===== src/rtl/fla_pkg.sv =====
`default_nettype none
package fla_pkg;
  localparam logic [7:0] DIM_OFFSET = 8'h01;
  localparam logic [7:0] AUX_OFFSET = 8'h02;
  localparam logic [7:0] STAT_OFFSET = 8'h03;
  localparam logic [7:0] DIM_RESET = 8'h00;
  localparam logic [7:0] AUX_RESET = 8'h00;
  localparam logic [7:0] STAT_RESET = 8'h00;
  localparam int CODE_W = 4;
  localparam int STEP_W = 5;
  localparam int HI_LSB = 4;
  localparam int LO_LSB = 0;
  localparam int STAT_FRUN_BIT = 6;
  localparam int STAT_OPEN_BIT = 5;
  localparam int STAT_WARN_BIT = 4;
  localparam int STAT_HOT_BIT = 3;
  localparam int STAT_OT_BIT = 2;
  localparam int STAT_SHORT_BIT = 0;
  localparam logic [4:0] TORCH_STEP_BASE = 5'h01;
  localparam logic [4:0] FLASH_STEP_BASE = 5'h09;
  localparam logic [4:0] SENSE_SPLIT_STEP = 5'h0d;
  localparam logic [3:0] AUX_TIME_NONE = 4'h0;
  localparam logic [3:0] AUX_TIME_CONT = 4'hf;
  localparam logic [3:0] AUX_CODE_OFF = 4'h0;
  localparam int CLK_KHZ = 100000;
  localparam int AUX_STEP_MS = 100;
  localparam int AUX_STEP_CYCLES = AUX_STEP_MS * CLK_KHZ;
  typedef enum logic [2:0] {
    AUX_IDLE = 3'b001,
    AUX_TIMED = 3'b010,
    AUX_CONT = 3'b100
  } fla_aux_state_type;
endpackage
`default_nettype wire


===== src/rtl/fla_aux_timer.sv =====
`default_nettype none
module fla_aux_timer #(
  parameter int TICK_CYCLES = fla_pkg::AUX_STEP_CYCLES
) (
  input wire logic clk_i,
  input wire logic rst_b_i,
  input wire logic ce_i,
  input wire logic start_i,
  input wire logic stop_i,
  input wire logic [3:0] time_code_i,
  output logic on_o
);
  localparam int CW = $clog2(TICK_CYCLES + 1);
  localparam logic [CW-1:0] TICK_LAST = CW'(TICK_CYCLES - 1);

  fla_pkg::fla_aux_state_type state_reg;
  fla_pkg::fla_aux_state_type state_next;
  logic [CW-1:0] tick_reg;
  logic [CW-1:0] tick_next;
  logic [3:0] left_reg;
  logic [3:0] left_next;

  always_comb begin
    state_next = state_reg;
    tick_next = tick_reg;
    left_next = left_reg;
    if (stop_i) begin
      state_next = fla_pkg::AUX_IDLE;
    end else if (start_i) begin
      tick_next = '0;
      left_next = time_code_i;
      if (time_code_i == fla_pkg::AUX_TIME_NONE) begin
        state_next = fla_pkg::AUX_IDLE;
      end else if (time_code_i == fla_pkg::AUX_TIME_CONT) begin
        state_next = fla_pkg::AUX_CONT;
      end else begin
        state_next = fla_pkg::AUX_TIMED;
      end
    end else begin
      case (state_reg)
        fla_pkg::AUX_TIMED: begin
          if (tick_reg == TICK_LAST) begin
            tick_next = '0;
            left_next = left_reg - 4'h1;
            if (left_reg == 4'h1) begin
              state_next = fla_pkg::AUX_IDLE;
            end
          end else begin
            tick_next = tick_reg + CW'(1);
          end
        end
        fla_pkg::AUX_CONT: state_next = fla_pkg::AUX_CONT;
        fla_pkg::AUX_IDLE: state_next = fla_pkg::AUX_IDLE;
        default: state_next = fla_pkg::AUX_IDLE;
      endcase
    end
  end

  always_ff @(posedge clk_i or negedge rst_b_i) begin
    if (!rst_b_i) begin
      state_reg <= fla_pkg::AUX_IDLE;
      tick_reg <= '0;
      left_reg <= 4'h0;
    end else if (ce_i) begin
      state_reg <= state_next;
      tick_reg <= tick_next;
      left_reg <= left_next;
    end
  end

  assign on_o = (state_reg != fla_pkg::AUX_IDLE);
endmodule
`default_nettype wire


===== src/rtl/fla_regs.sv =====
`default_nettype none
module fla_regs #(
  parameter int AUX_TICK_CYCLES = fla_pkg::AUX_STEP_CYCLES
) (
  input wire logic MCLK_I,
  input wire logic RST_B_I,
  input wire logic CE_I,
  input wire logic [7:0] REG_ADDR_I,
  input wire logic REG_WR_I,
  input wire logic REG_RD_I,
  input wire logic [7:0] REG_WDATA_I,
  input wire logic READY_MODE_I,
  input wire logic FLASH_MODE_I,
  input wire logic TORCH_MODE_I,
  input wire logic LED_OPEN_CMP_I,
  input wire logic NTC_WARN_CMP_I,
  input wire logic NTC_HOT_CMP_I,
  input wire logic CHIP_OT_I,
  input wire logic STARTUP_I,
  input wire logic OUT_LEVEL_OK_I,
  input wire logic CHARGE_END_I,
  input wire logic FLASH_TIMEOUT_I,
  output logic [7:0] REG_RDATA_O,
  output logic [4:0] LED_STEP_O,
  output logic SENSE_FLASH_ONLY_O,
  output logic [3:0] FLASH_LEVEL_O,
  output logic [3:0] AUX_CURRENT_O,
  output logic AUX_ON_O,
  output logic FORCE_READY_O,
  output logic START_BLOCK_O,
  output logic ATTENTION_N_O
);

  function automatic logic [4:0] code_to_step(input logic [3:0] code,
                                               input logic [4:0] base);
    code_to_step = {1'b0, code} + base;
  endfunction

  function automatic logic step_flash_only(input logic [4:0] step);
    step_flash_only = (step >= fla_pkg::SENSE_SPLIT_STEP);
  endfunction

  function automatic logic [3:0] hi_nib(input logic [7:0] b);
    hi_nib = b[fla_pkg::HI_LSB +: fla_pkg::CODE_W];
  endfunction

  function automatic logic [3:0] lo_nib(input logic [7:0] b);
    lo_nib = b[fla_pkg::LO_LSB +: fla_pkg::CODE_W];
  endfunction

  // Register file
  logic [7:0] dim_reg;
  logic [7:0] dim_next;
  logic [7:0] aux_reg;
  logic [7:0] aux_next;
  logic [7:0] rdata_reg;
  logic [7:0] rdata_next;

  // Status latches
  logic frun_reg;
  logic frun_next;
  logic open_reg;
  logic open_next;
  logic warn_reg;
  logic warn_next;
  logic hot_reg;
  logic hot_next;
  logic ot_reg;
  logic ot_next;
  logic short_reg;
  logic short_next;
  logic charging_reg;
  logic charging_next;

  // Drive outputs
  logic [4:0] step_reg;
  logic [4:0] step_next;
  logic sense_reg;
  logic sense_next;
  logic [3:0] flvl_reg;
  logic [3:0] flvl_next;
  logic [3:0] auxi_reg;
  logic [3:0] auxi_next;
  logic auxon_reg;
  logic auxon_next;
  logic force_reg;
  logic force_next;
  logic block_reg;
  logic block_next;
  logic attn_n_reg;
  logic attn_n_next;

  logic wr_dim;
  logic wr_aux;
  logic rd_stat;
  logic aux_start;
  logic aux_stop;
  logic aux_timer_on;
  logic [7:0] stat_view;
  logic open_set;

  assign wr_dim = REG_WR_I && (REG_ADDR_I == fla_pkg::DIM_OFFSET);
  assign wr_aux = REG_WR_I && (REG_ADDR_I == fla_pkg::AUX_OFFSET);
  assign rd_stat = REG_RD_I && (REG_ADDR_I == fla_pkg::STAT_OFFSET);

  // The current code starts the timer, and a zero code or leaving ready stops it; a zero timer field still leaves the source off
  assign aux_start = wr_aux && (hi_nib(REG_WDATA_I) != fla_pkg::AUX_CODE_OFF);
  // Leaving ready wins over a same-cycle start, so a write outside ready is inert
  assign aux_stop = !READY_MODE_I
                    || (wr_aux && (hi_nib(REG_WDATA_I) == fla_pkg::AUX_CODE_OFF));

  fla_aux_timer #(
    .TICK_CYCLES(AUX_TICK_CYCLES)
  ) u_aux_timer (
    .clk_i(MCLK_I),
    .rst_b_i(RST_B_I),
    .ce_i(CE_I),
    .start_i(aux_start),
    .stop_i(aux_stop),
    .time_code_i(lo_nib(REG_WDATA_I)),
    .on_o(aux_timer_on)
  );

  always_comb begin
    stat_view = 8'h00;
    stat_view[fla_pkg::STAT_FRUN_BIT] = frun_reg;
    stat_view[fla_pkg::STAT_OPEN_BIT] = open_reg;
    stat_view[fla_pkg::STAT_WARN_BIT] = warn_reg;
    stat_view[fla_pkg::STAT_HOT_BIT] = hot_reg;
    stat_view[fla_pkg::STAT_OT_BIT] = ot_reg;
    stat_view[fla_pkg::STAT_SHORT_BIT] = short_reg;
  end

  // Register writes and read data
  always_comb begin
    dim_next = dim_reg;
    aux_next = aux_reg;
    rdata_next = rdata_reg;
    if (wr_dim) begin
      dim_next = REG_WDATA_I;
    end
    if (wr_aux) begin
      aux_next = REG_WDATA_I;
    end
    if (REG_RD_I) begin
      case (REG_ADDR_I)
        fla_pkg::DIM_OFFSET: rdata_next = dim_reg;
        fla_pkg::AUX_OFFSET: rdata_next = aux_reg;
        fla_pkg::STAT_OFFSET: rdata_next = stat_view;
        default: rdata_next = 8'h00;
      endcase
    end
  end

  always_ff @(posedge MCLK_I or negedge RST_B_I) begin
    if (!RST_B_I) begin
      dim_reg <= fla_pkg::DIM_RESET;
      aux_reg <= fla_pkg::AUX_RESET;
      rdata_reg <= 8'h00;
    end else if (CE_I) begin
      dim_reg <= dim_next;
      aux_reg <= aux_next;
      rdata_reg <= rdata_next;
    end
  end

  // Status bits: a new event in the read cycle survives the clear
  assign open_set = LED_OPEN_CMP_I && (TORCH_MODE_I || FLASH_MODE_I);

  always_comb begin
    frun_next = FLASH_MODE_I;
    open_next = (open_reg && !rd_stat) || open_set;
    warn_next = (warn_reg && !rd_stat) || NTC_WARN_CMP_I;
    hot_next = (hot_reg && !rd_stat) || NTC_HOT_CMP_I;
    ot_next = (ot_reg && !rd_stat) || CHIP_OT_I;
    charging_next = charging_reg;
    short_next = short_reg;
    if (STARTUP_I) begin
      charging_next = 1'b1;
      short_next = 1'b1;
    end else begin
      if (OUT_LEVEL_OK_I) begin
        charging_next = 1'b0;
        short_next = 1'b0;
      end else if (CHARGE_END_I) begin
        charging_next = 1'b0;
      end
      if (rd_stat) begin
        short_next = 1'b0;
      end
    end
  end

  always_ff @(posedge MCLK_I or negedge RST_B_I) begin
    if (!RST_B_I) begin
      frun_reg <= 1'b0;
      open_reg <= 1'b0;
      warn_reg <= 1'b0;
      hot_reg <= 1'b0;
      ot_reg <= 1'b0;
      short_reg <= 1'b0;
      charging_reg <= 1'b0;
    end else if (CE_I) begin
      frun_reg <= frun_next;
      open_reg <= open_next;
      warn_reg <= warn_next;
      hot_reg <= hot_next;
      ot_reg <= ot_next;
      short_reg <= short_next;
      charging_reg <= charging_next;
    end
  end

  // Drive and alert outputs, all registered
  always_comb begin
    flvl_next = lo_nib(dim_reg);
    step_next = 5'h00;
    if (FLASH_MODE_I) begin
      step_next = code_to_step(lo_nib(dim_reg), fla_pkg::FLASH_STEP_BASE);
    end else if (TORCH_MODE_I) begin
      step_next = code_to_step(hi_nib(dim_reg), fla_pkg::TORCH_STEP_BASE);
    end
    sense_next = step_flash_only(step_next);
    // Code passes straight to a linear DAC, about 1.33 mA per count
    auxon_next = aux_timer_on && READY_MODE_I;
    auxi_next = auxon_next ? hi_nib(aux_reg) : fla_pkg::AUX_CODE_OFF;
    // Warning alone never forces ready; the converter keeps running
    force_next = open_next || hot_next || ot_next
                 || (short_next && !charging_next);
    block_next = short_next && !charging_next;
    // Short flag alerts only after the charge window, avoiding a glitch every start
    attn_n_next = !(open_next || warn_next || hot_next || ot_next
                    || (short_next && !charging_next)
                    || FLASH_TIMEOUT_I);
  end

  always_ff @(posedge MCLK_I or negedge RST_B_I) begin
    if (!RST_B_I) begin
      step_reg <= 5'h00;
      sense_reg <= 1'b0;
      flvl_reg <= 4'h0;
      auxi_reg <= 4'h0;
      auxon_reg <= 1'b0;
      force_reg <= 1'b0;
      block_reg <= 1'b0;
      attn_n_reg <= 1'b1;
    end else if (CE_I) begin
      step_reg <= step_next;
      sense_reg <= sense_next;
      flvl_reg <= flvl_next;
      auxi_reg <= auxi_next;
      auxon_reg <= auxon_next;
      force_reg <= force_next;
      block_reg <= block_next;
      attn_n_reg <= attn_n_next;
    end
  end

  assign REG_RDATA_O = rdata_reg;
  assign LED_STEP_O = step_reg;
  assign SENSE_FLASH_ONLY_O = sense_reg;
  assign FLASH_LEVEL_O = flvl_reg;
  assign AUX_CURRENT_O = auxi_reg;
  assign AUX_ON_O = auxon_reg;
  assign FORCE_READY_O = force_reg;
  assign START_BLOCK_O = block_reg;
  assign ATTENTION_N_O = attn_n_reg;

endmodule
`default_nettype wire


===== config.mk =====
export PLATFORM = sky130hd
export DESIGN_NAME = fla_regs
export DESIGN_NICKNAME = d
export VERILOG_FILES = /design/src/rtl/fla_pkg.sv /design/src/rtl/fla_aux_timer.sv /design/src/rtl/fla_regs.sv
export SDC_FILE = /design/constraint.sdc
export NUM_CORES = 1
export LEC_CHECK = 0
export BUFFER_PORTS_ARGS = -buffer_cell sky130_fd_sc_hd__buf_2
export CAP_MARGIN = 20
export CORE_MARGIN = 1.5
export CORE_UTILIZATION = 50
export DETAILED_ROUTE_END_ITERATION = 10
export PLACE_DENSITY = 0.74
export RECOVER_POWER = 25
export SLEW_MARGIN = 20
export SYNTH_ARGS = -nofsm -noshare
export SYNTH_HDL_FRONTEND = slang
export SYNTH_SLANG_ARGS = --single-unit
export TNS_END_PERCENT = 10

===== constraint.sdc =====
create_clock -name MCLK_I -period 2.2 [get_ports MCLK_I]
set_input_delay 0.11 -clock MCLK_I [delete_from_list [all_inputs] [get_ports MCLK_I]]
set_output_delay 0.11 -clock MCLK_I [all_outputs]
set_load 0.02 [all_outputs]

==> results.toml, run 1 <==
[floorplan]
start_util_pct = 51.50
die_y_um = 95.00
die_area_um2 = 9024
die_w_um = 95.00
rows = 33
core_um2 = 8217
ios = 58

[layout]
fin_util_pct = 61.37
final_cells = 609
most-common-layout-cells = "dfrtp_1 (77), buf_2 (52), nand2_1 (34)"
largest_register_ffs = 24
final_common_cell = "dfrtp_1"
final_layout_size_suffix_gt1_share_pct = 30.36
num-nets-final = 536
diodes = 0
area_growth_pct = 19.16

[global_route]
overflow = 0
grt_pass1_vias = 3541
grt_max_degree = 33
antenna_found_initial = 0
grtUsageTotal_pct = 24.81
grt_pass1_wl_um = 17190

[sta]
rsz0062_at_grt = "true"
fin_tns_setup_ns = 0
final-max-slew-violation-count = 0
finalCriticalPeriod_ns = 2.115
tightest_slew_ns = 0.7959
min_period_over_period_pct = 96.13
fmax_mhz = 472.8
hold_violations = 1
slew_headroom_pct = 46.94
finalSetupViolCount = 0
finClkSkew_ns = 0.01223
whs_ns = -0.001838

[setup_path]
critical_path_arrival_ns = 2.41
ff2ff_setup_slack_ns = 0.09
r2r-end = "u_aux_timer.state_reg[0]"
rr_worst_depth = 5
critPathLaunch = "u_aux_timer.tick_reg[17]"
crit_path_end_kind = "flop"
crit_type = "flop to flop"
path_max_fanout = 4
required_ns = 2.49
cp-start-kind = "flop"
rr_startpoint = "u_aux_timer.tick_reg[17]"
cp-endpoint = "u_aux_timer.state_reg[0]"

[place]
place_inst = 588
io_buffers = 57
gp_congestion = 0.8704
dp_hpwl_um = 7814

[logic_synthesis]
syn_area_per_cell_um2 = 10.20
synth-edff-count = 0
ys_seq_area_share_pct = 47.37
synth_flop_cell = "dfrtp_1"
yosys.area.top_type_share_pct = 46.13
ys_ff_latch = 80
synth_cell_type_count = 60
yosys.area.top_type = "dfrtp_1"
yosysWarnings = 0
async_reset_ff_share_pct = 100.0
syn_nets = 452
syn_area_um2 = 4232
synthCells = 415
synth.area.top_cells = "dfrtp_1 (46%), mux2_2 (8.0%), a22o_1 (4.1%)"

[drt]
via_per_inst = 5.954
wl_per_cell_um = 17.16
first_iter_violations = 221
drc = 0
drt_pass1_iterations = 4
vias = 3626
wl_um = 10450
postRouteAntennaNets = 0

[pwr]
power.density_nw_per_um2 = 567.3
total_power_mw = 2.860
peakVddDrop_uv = 254.9
p_leak_nw = 2.241

[clock_tree]
root_buffer = "clkbuf_8"
clk_latency_ns = 0.37
cts_made_buffers = 9
cts_buffer_depth = 2
cts.sinks = 80
htreeDepth = 3
cts_tree = "built"
clk_pin_slew_worst_paths_ns = 0.09

[run_status]
violations = "hold timing"
outcome = "complete, but fails checks"

[job]
drv_cap = 0

[min_path]
hold_class = "primary input to flop"
## power breakdown
group | switching [mW] | internal [mW] | leakage (nW)
Sequential | 0.0212 | 1.50 | 1.05
Combinational | 0.142 | 0.0893 | 1.09
Clock | 0.555 | 0.556 | 0.0997
Total | 0.719 | 2.14 | 2.24
## per-layer routing
| layer | vias to the layer above | wire length, µm | global-route usage, % |
|---|---|---|---|
| li1 | 1730 | - | - |
| met3 | 22 | 453 | 4.670 |
| met2 | 84 | 4885 | 37.50 |
| met5 | - | 0 | 0 |
| met1 | 1790 | 4890 | 35.69 |
| met4 | 0 | 221 | 8.333 |
## logic make-up after synthesis
group,Yosys count,share of synthesized area [%]
XOR/XNOR,5,1.035
adder cells (fa/ha/maj),5,1.478
multiplexers,33,8.693
flip-flops,80,47.37
AO/OA/AOI/OAI,104,17.18
AND/OR/NAND/NOR,161,21.32
buffers and inverters,27,2.927
## repair_timing
action                                  4_1_cts  5_1_grt
setup buffers                                 0        1
endpoints found under the setup margin        0       21
hold buffers                                  4        0
gates resized for setup                       0        7
hold endpoints to repair                     33        0
## synth_stat cells, types with 3 or more instances
library cell and count:
nand3b_1 3, dfrtp_1 78, mux2_2 30, nor2_1 24
mux2i_1 3, a21oi_1 21, ha_1 5, a32oi_1 3
nor2b_1 4, nor3_1 13, nor4_1 3, o31ai_1 8
inv_1 10, nand4_1 8, o21ai_0 18, and3_1 6
a21boi_0 3, nor4b_1 3, a21oi_2 10, or3_1 17
o21ai_1 3, clkbuf_1 9, nand2_1 34, a22o_1 20
xnor2_1 4, or4_1 7, nand3_1 22
## through the flow
step / setup WS (ns) / area [µm²]
detailed placement: 0.03581 / 4783
global route: -0.0003453 / 5042
CTS: 0.01400 / 5021
finish: 0.08505 / 5042
global placement: 0.09468 / 4783
floorplan: 0.1268 / 4232
## worst max-delay path, stage by stage, from the launching register on
cell     delay [ns]
dfrtp_1        0.40
or4_4          0.55
nor4_4         0.34
nand3_1        0.15
a21oi_2        0.24
mux2_2         0.37
## worst min path at each step
stage	from	end	slack, ns	cells past startpoint
global route	NTC_HOT_CMP_I	hot_reg	0.01	2
finish	NTC_HOT_CMP_I	hot_reg	-0.002	2
detailed placement	RST_B_I	FLASH_LEVEL_O[3]	0.08	1
global placement	RST_B_I	FLASH_LEVEL_O[3]	0.07	1
floorplan	RST_B_I	AUX_CURRENT_O[0]	-0.19	0
CTS	NTC_HOT_CMP_I	hot_reg	0.0003	2
## area by class of cell
cell class,instances,area [µm²]
Fill cell,697,3174
Multi-Input combinational cell,308,2126
Sequential cell,80,2006
Inverter,11,41.29
Clock inverter,5,56.30
Timing Repair Buffer,89,540.5
Tap cell,105,131.4
Clock buffer,11,141.4
No activity file was read; power rests on OpenSTA's default activity.
==> run 2, diff against run 1 <==
- CTS_BUF_LIST: unset -> sky130_fd_sc_hd__clkbuf_2 sky130_fd_sc_hd__clkbuf_4 sky130_fd_sc_hd__clkbuf_8
- GPL_TIMING_DRIVEN: unset -> 0
==> run 2 against run 1 <==
  * Sequential share of layout area hardly changed
  * Flip-flop and latch count stayed put
  * Clock-buffer cell count is 1 lower
  * Sequential power hardly changed
  * Critical endpoint is now u_aux_timer.state_reg[1]
  * Die area stayed put
  * Fmax is 2.0% lower
  * Clock power hardly changed
  * Non-clock buffer count is 3 lower
  * Final cell count is 0.49% lower
  * The run now ends clean
  * Via count is 0.39% higher
  * Highest routed layer unchanged
==> results.toml, run 2 (same netlist as run 1, synthesis figures left out) <==
[run_status]
outcome = "finished, final reports clean"

[setup_path]
critical_path_arrival_ns = 2.40
cp-endpoint = "u_aux_timer.state_reg[1]"
critPathLaunch = "u_aux_timer.tick_reg[14]"
required_ns = 2.44
cp_slowest_cell = "or4bb_4"
crit_path_end_kind = "flop"
rr_startpoint = "u_aux_timer.tick_reg[14]"
worstPathCellList = "or4bb_4 > nor4_4 > buf_4 > nand3_2 > a21oi_4 > mux2_4"
cp-start-kind = "flop"
ff2ff_setup_slack_ns = 0.04
path_max_fanout = 3
critPathMaxStageDelay_ns = 0.54
rr_worst_depth = 6
crit_type = "flop to flop"
r2r-end = "u_aux_timer.state_reg[1]"

[sta]
finalCriticalPeriod_ns = 2.159
tightest_slew_ns = 1.153
whs_ns = 0.02652
slew_headroom_pct = 22.41
finClkSkew_ns = 0.01308
fin_tns_setup_ns = 0
fmax_mhz = 463.2
rsz0062_at_grt = "true"
final-max-slew-violation-count = 0
hold_violations = 0
finalSetupViolCount = 0
timing.final.ws_setup_ns = 0.04132
min_period_over_period_pct = 98.12

[layout]
nFillCells = 701
fin_util_pct = 61.34
fin_area_um2 = 5040
final_common_cell = "dfrtp_1"
final_cells = 606
final_layout_size_suffix_gt1_share_pct = 29.94
largest_register_ffs = 24
area_growth_pct = 19.10
num-nets-final = 533
most-common-layout-cells = "dfrtp_1 (76), buf_2 (56), nand2_1 (34)"
diodes = 0
seq_area_um2 = 2007
multiInputGateArea_um2 = 2161

[global_route]
grt_pass1_wl_um = 16880
overflow = 0
grt_pass1_vias = 3438
grt_max_degree = 42
grtUsageTotal_pct = 24.45
antenna_found_initial = 0

[drt]
first_iter_violations = 245
postRouteAntennaNets = 0
drc = 0
vias = 3640
drt_pass1_iterations = 5
wl_per_cell_um = 17.01
wl_um = 10310
via_per_inst = 6.007

[floorplan]
core_um2 = 8217
ios = 58
die_w_um = 95.00
start_util_pct = 51.50
die_y_um = 95.00
rows = 33
die_area_um2 = 9024

[place]
post-place-ws_ns = -0.2057
dp_hpwl_um = 7451
gp_congestion = 0.8416
place_inst = 577
place_area_um2 = 4666
io_buffers = 56

[pwr]
p_sw_share_pct = 25.40
net-switching-power_mw = 0.7305
p_leak_nw = 2.228
p_clk_share_pct = 39.0
peakVddDrop_uv = 259.5
p_seq_share_pct = 52.8
comb_power_share_pct = 8.3
power.density_nw_per_um2 = 570.7
p_int_mw = 2.146
total_power_mw = 2.876

[clock_tree]
cts.sinks = 80
htreeDepth = 3
root_buffer = "clkbuf_8"
cts_buffer_depth = 2
cts_tree = "built"
clk_latency_ns = 0.36
clk_pin_slew_worst_paths_ns = 0.09
cts_made_buffers = 9

[min_path]
worstHoldStart = "REG_WDATA_I[5]"
hold_class = "primary input to flop"

[job]
drv_cap = 0
## run 2: changes by cell type in the layout (fill, tap and decap cells not counted), moves of 2 or more
cell | previous run | this run
clkbuf_1 | 6 | 9
clkinvlp_4 | 1 | 3
buf_2 | 52 | 56
buf_4 | 24 | 10
## run 2: layer usage
metal / global-route usage (%) / share of wire (%)
met1: 35.28 / 48
met2: 36.55 / 46
met3: 3.623 / 4.5
met4: 10.20 / 2.1
met5: 0 / 0
## run 2: critical path: cells and delay by family (launching register included)
| kind | cells | cell delay [ns] |
|---|---|---|
| AND/OR/NAND/NOR | 3 | 0.91 |
| flip-flops | 1 | 0.41 |
| multiplexers | 1 | 0.32 |
| AO/OA/AOI/OAI | 1 | 0.21 |
| buffers and inverters | 1 | 0.18 |
## run 2: final cells by class
type                    count  area share [%]
repair buffers             70           8.143
clock buffers              10           2.731
inverters                  11          0.8193
clock inverters             6           1.316
plain buffers              16           1.688
flip-flops and latches     80           39.82
well taps                 105           2.607
multi-input cells         308           42.87
## run 2: worst min-delay path by stage
stage / end / slack (ns) / cells after the start
floorplan: AUX_CURRENT_O[0] / -0.19 / 0
global placement: charging_reg / 0.35 / 3
detailed placement: FLASH_LEVEL_O[0] / 0.13 / 1
CTS: dim_reg[5] / 0.03 / 2
global route: aux_reg[5] / 0.03 / 2
finish: dim_reg[5] / 0.03 / 2
## run 2: power groups by stage
| stage | clock (mW) | sequential (mW) | combinational [mW] |
|---|---|---|---|
| after global routing | 1.20 | 1.52 | 0.264 |
| after global placement | 0 | 1.54 | 0.219 |
| final | 1.12 | 1.52 | 0.238 |
| after floorplan | 0 | 1.56 | 0.0987 |
| after detailed placement | 0 | 1.55 | 0.229 |
| after CTS | 1.14 | 1.52 | 0.238 |
## run 2: what timing repair did
| item | in CTS | in global routing |
|---|---|---|
| gates resized for setup | 5 | 10 |
| pin swaps | 3 | 7 |
| hold endpoints to repair | 44 | 0 |
| buffers inserted | 4 | 4 |
| endpoints found under the setup margin | 23 | 27 |
| hold buffers | 5 | 0 |
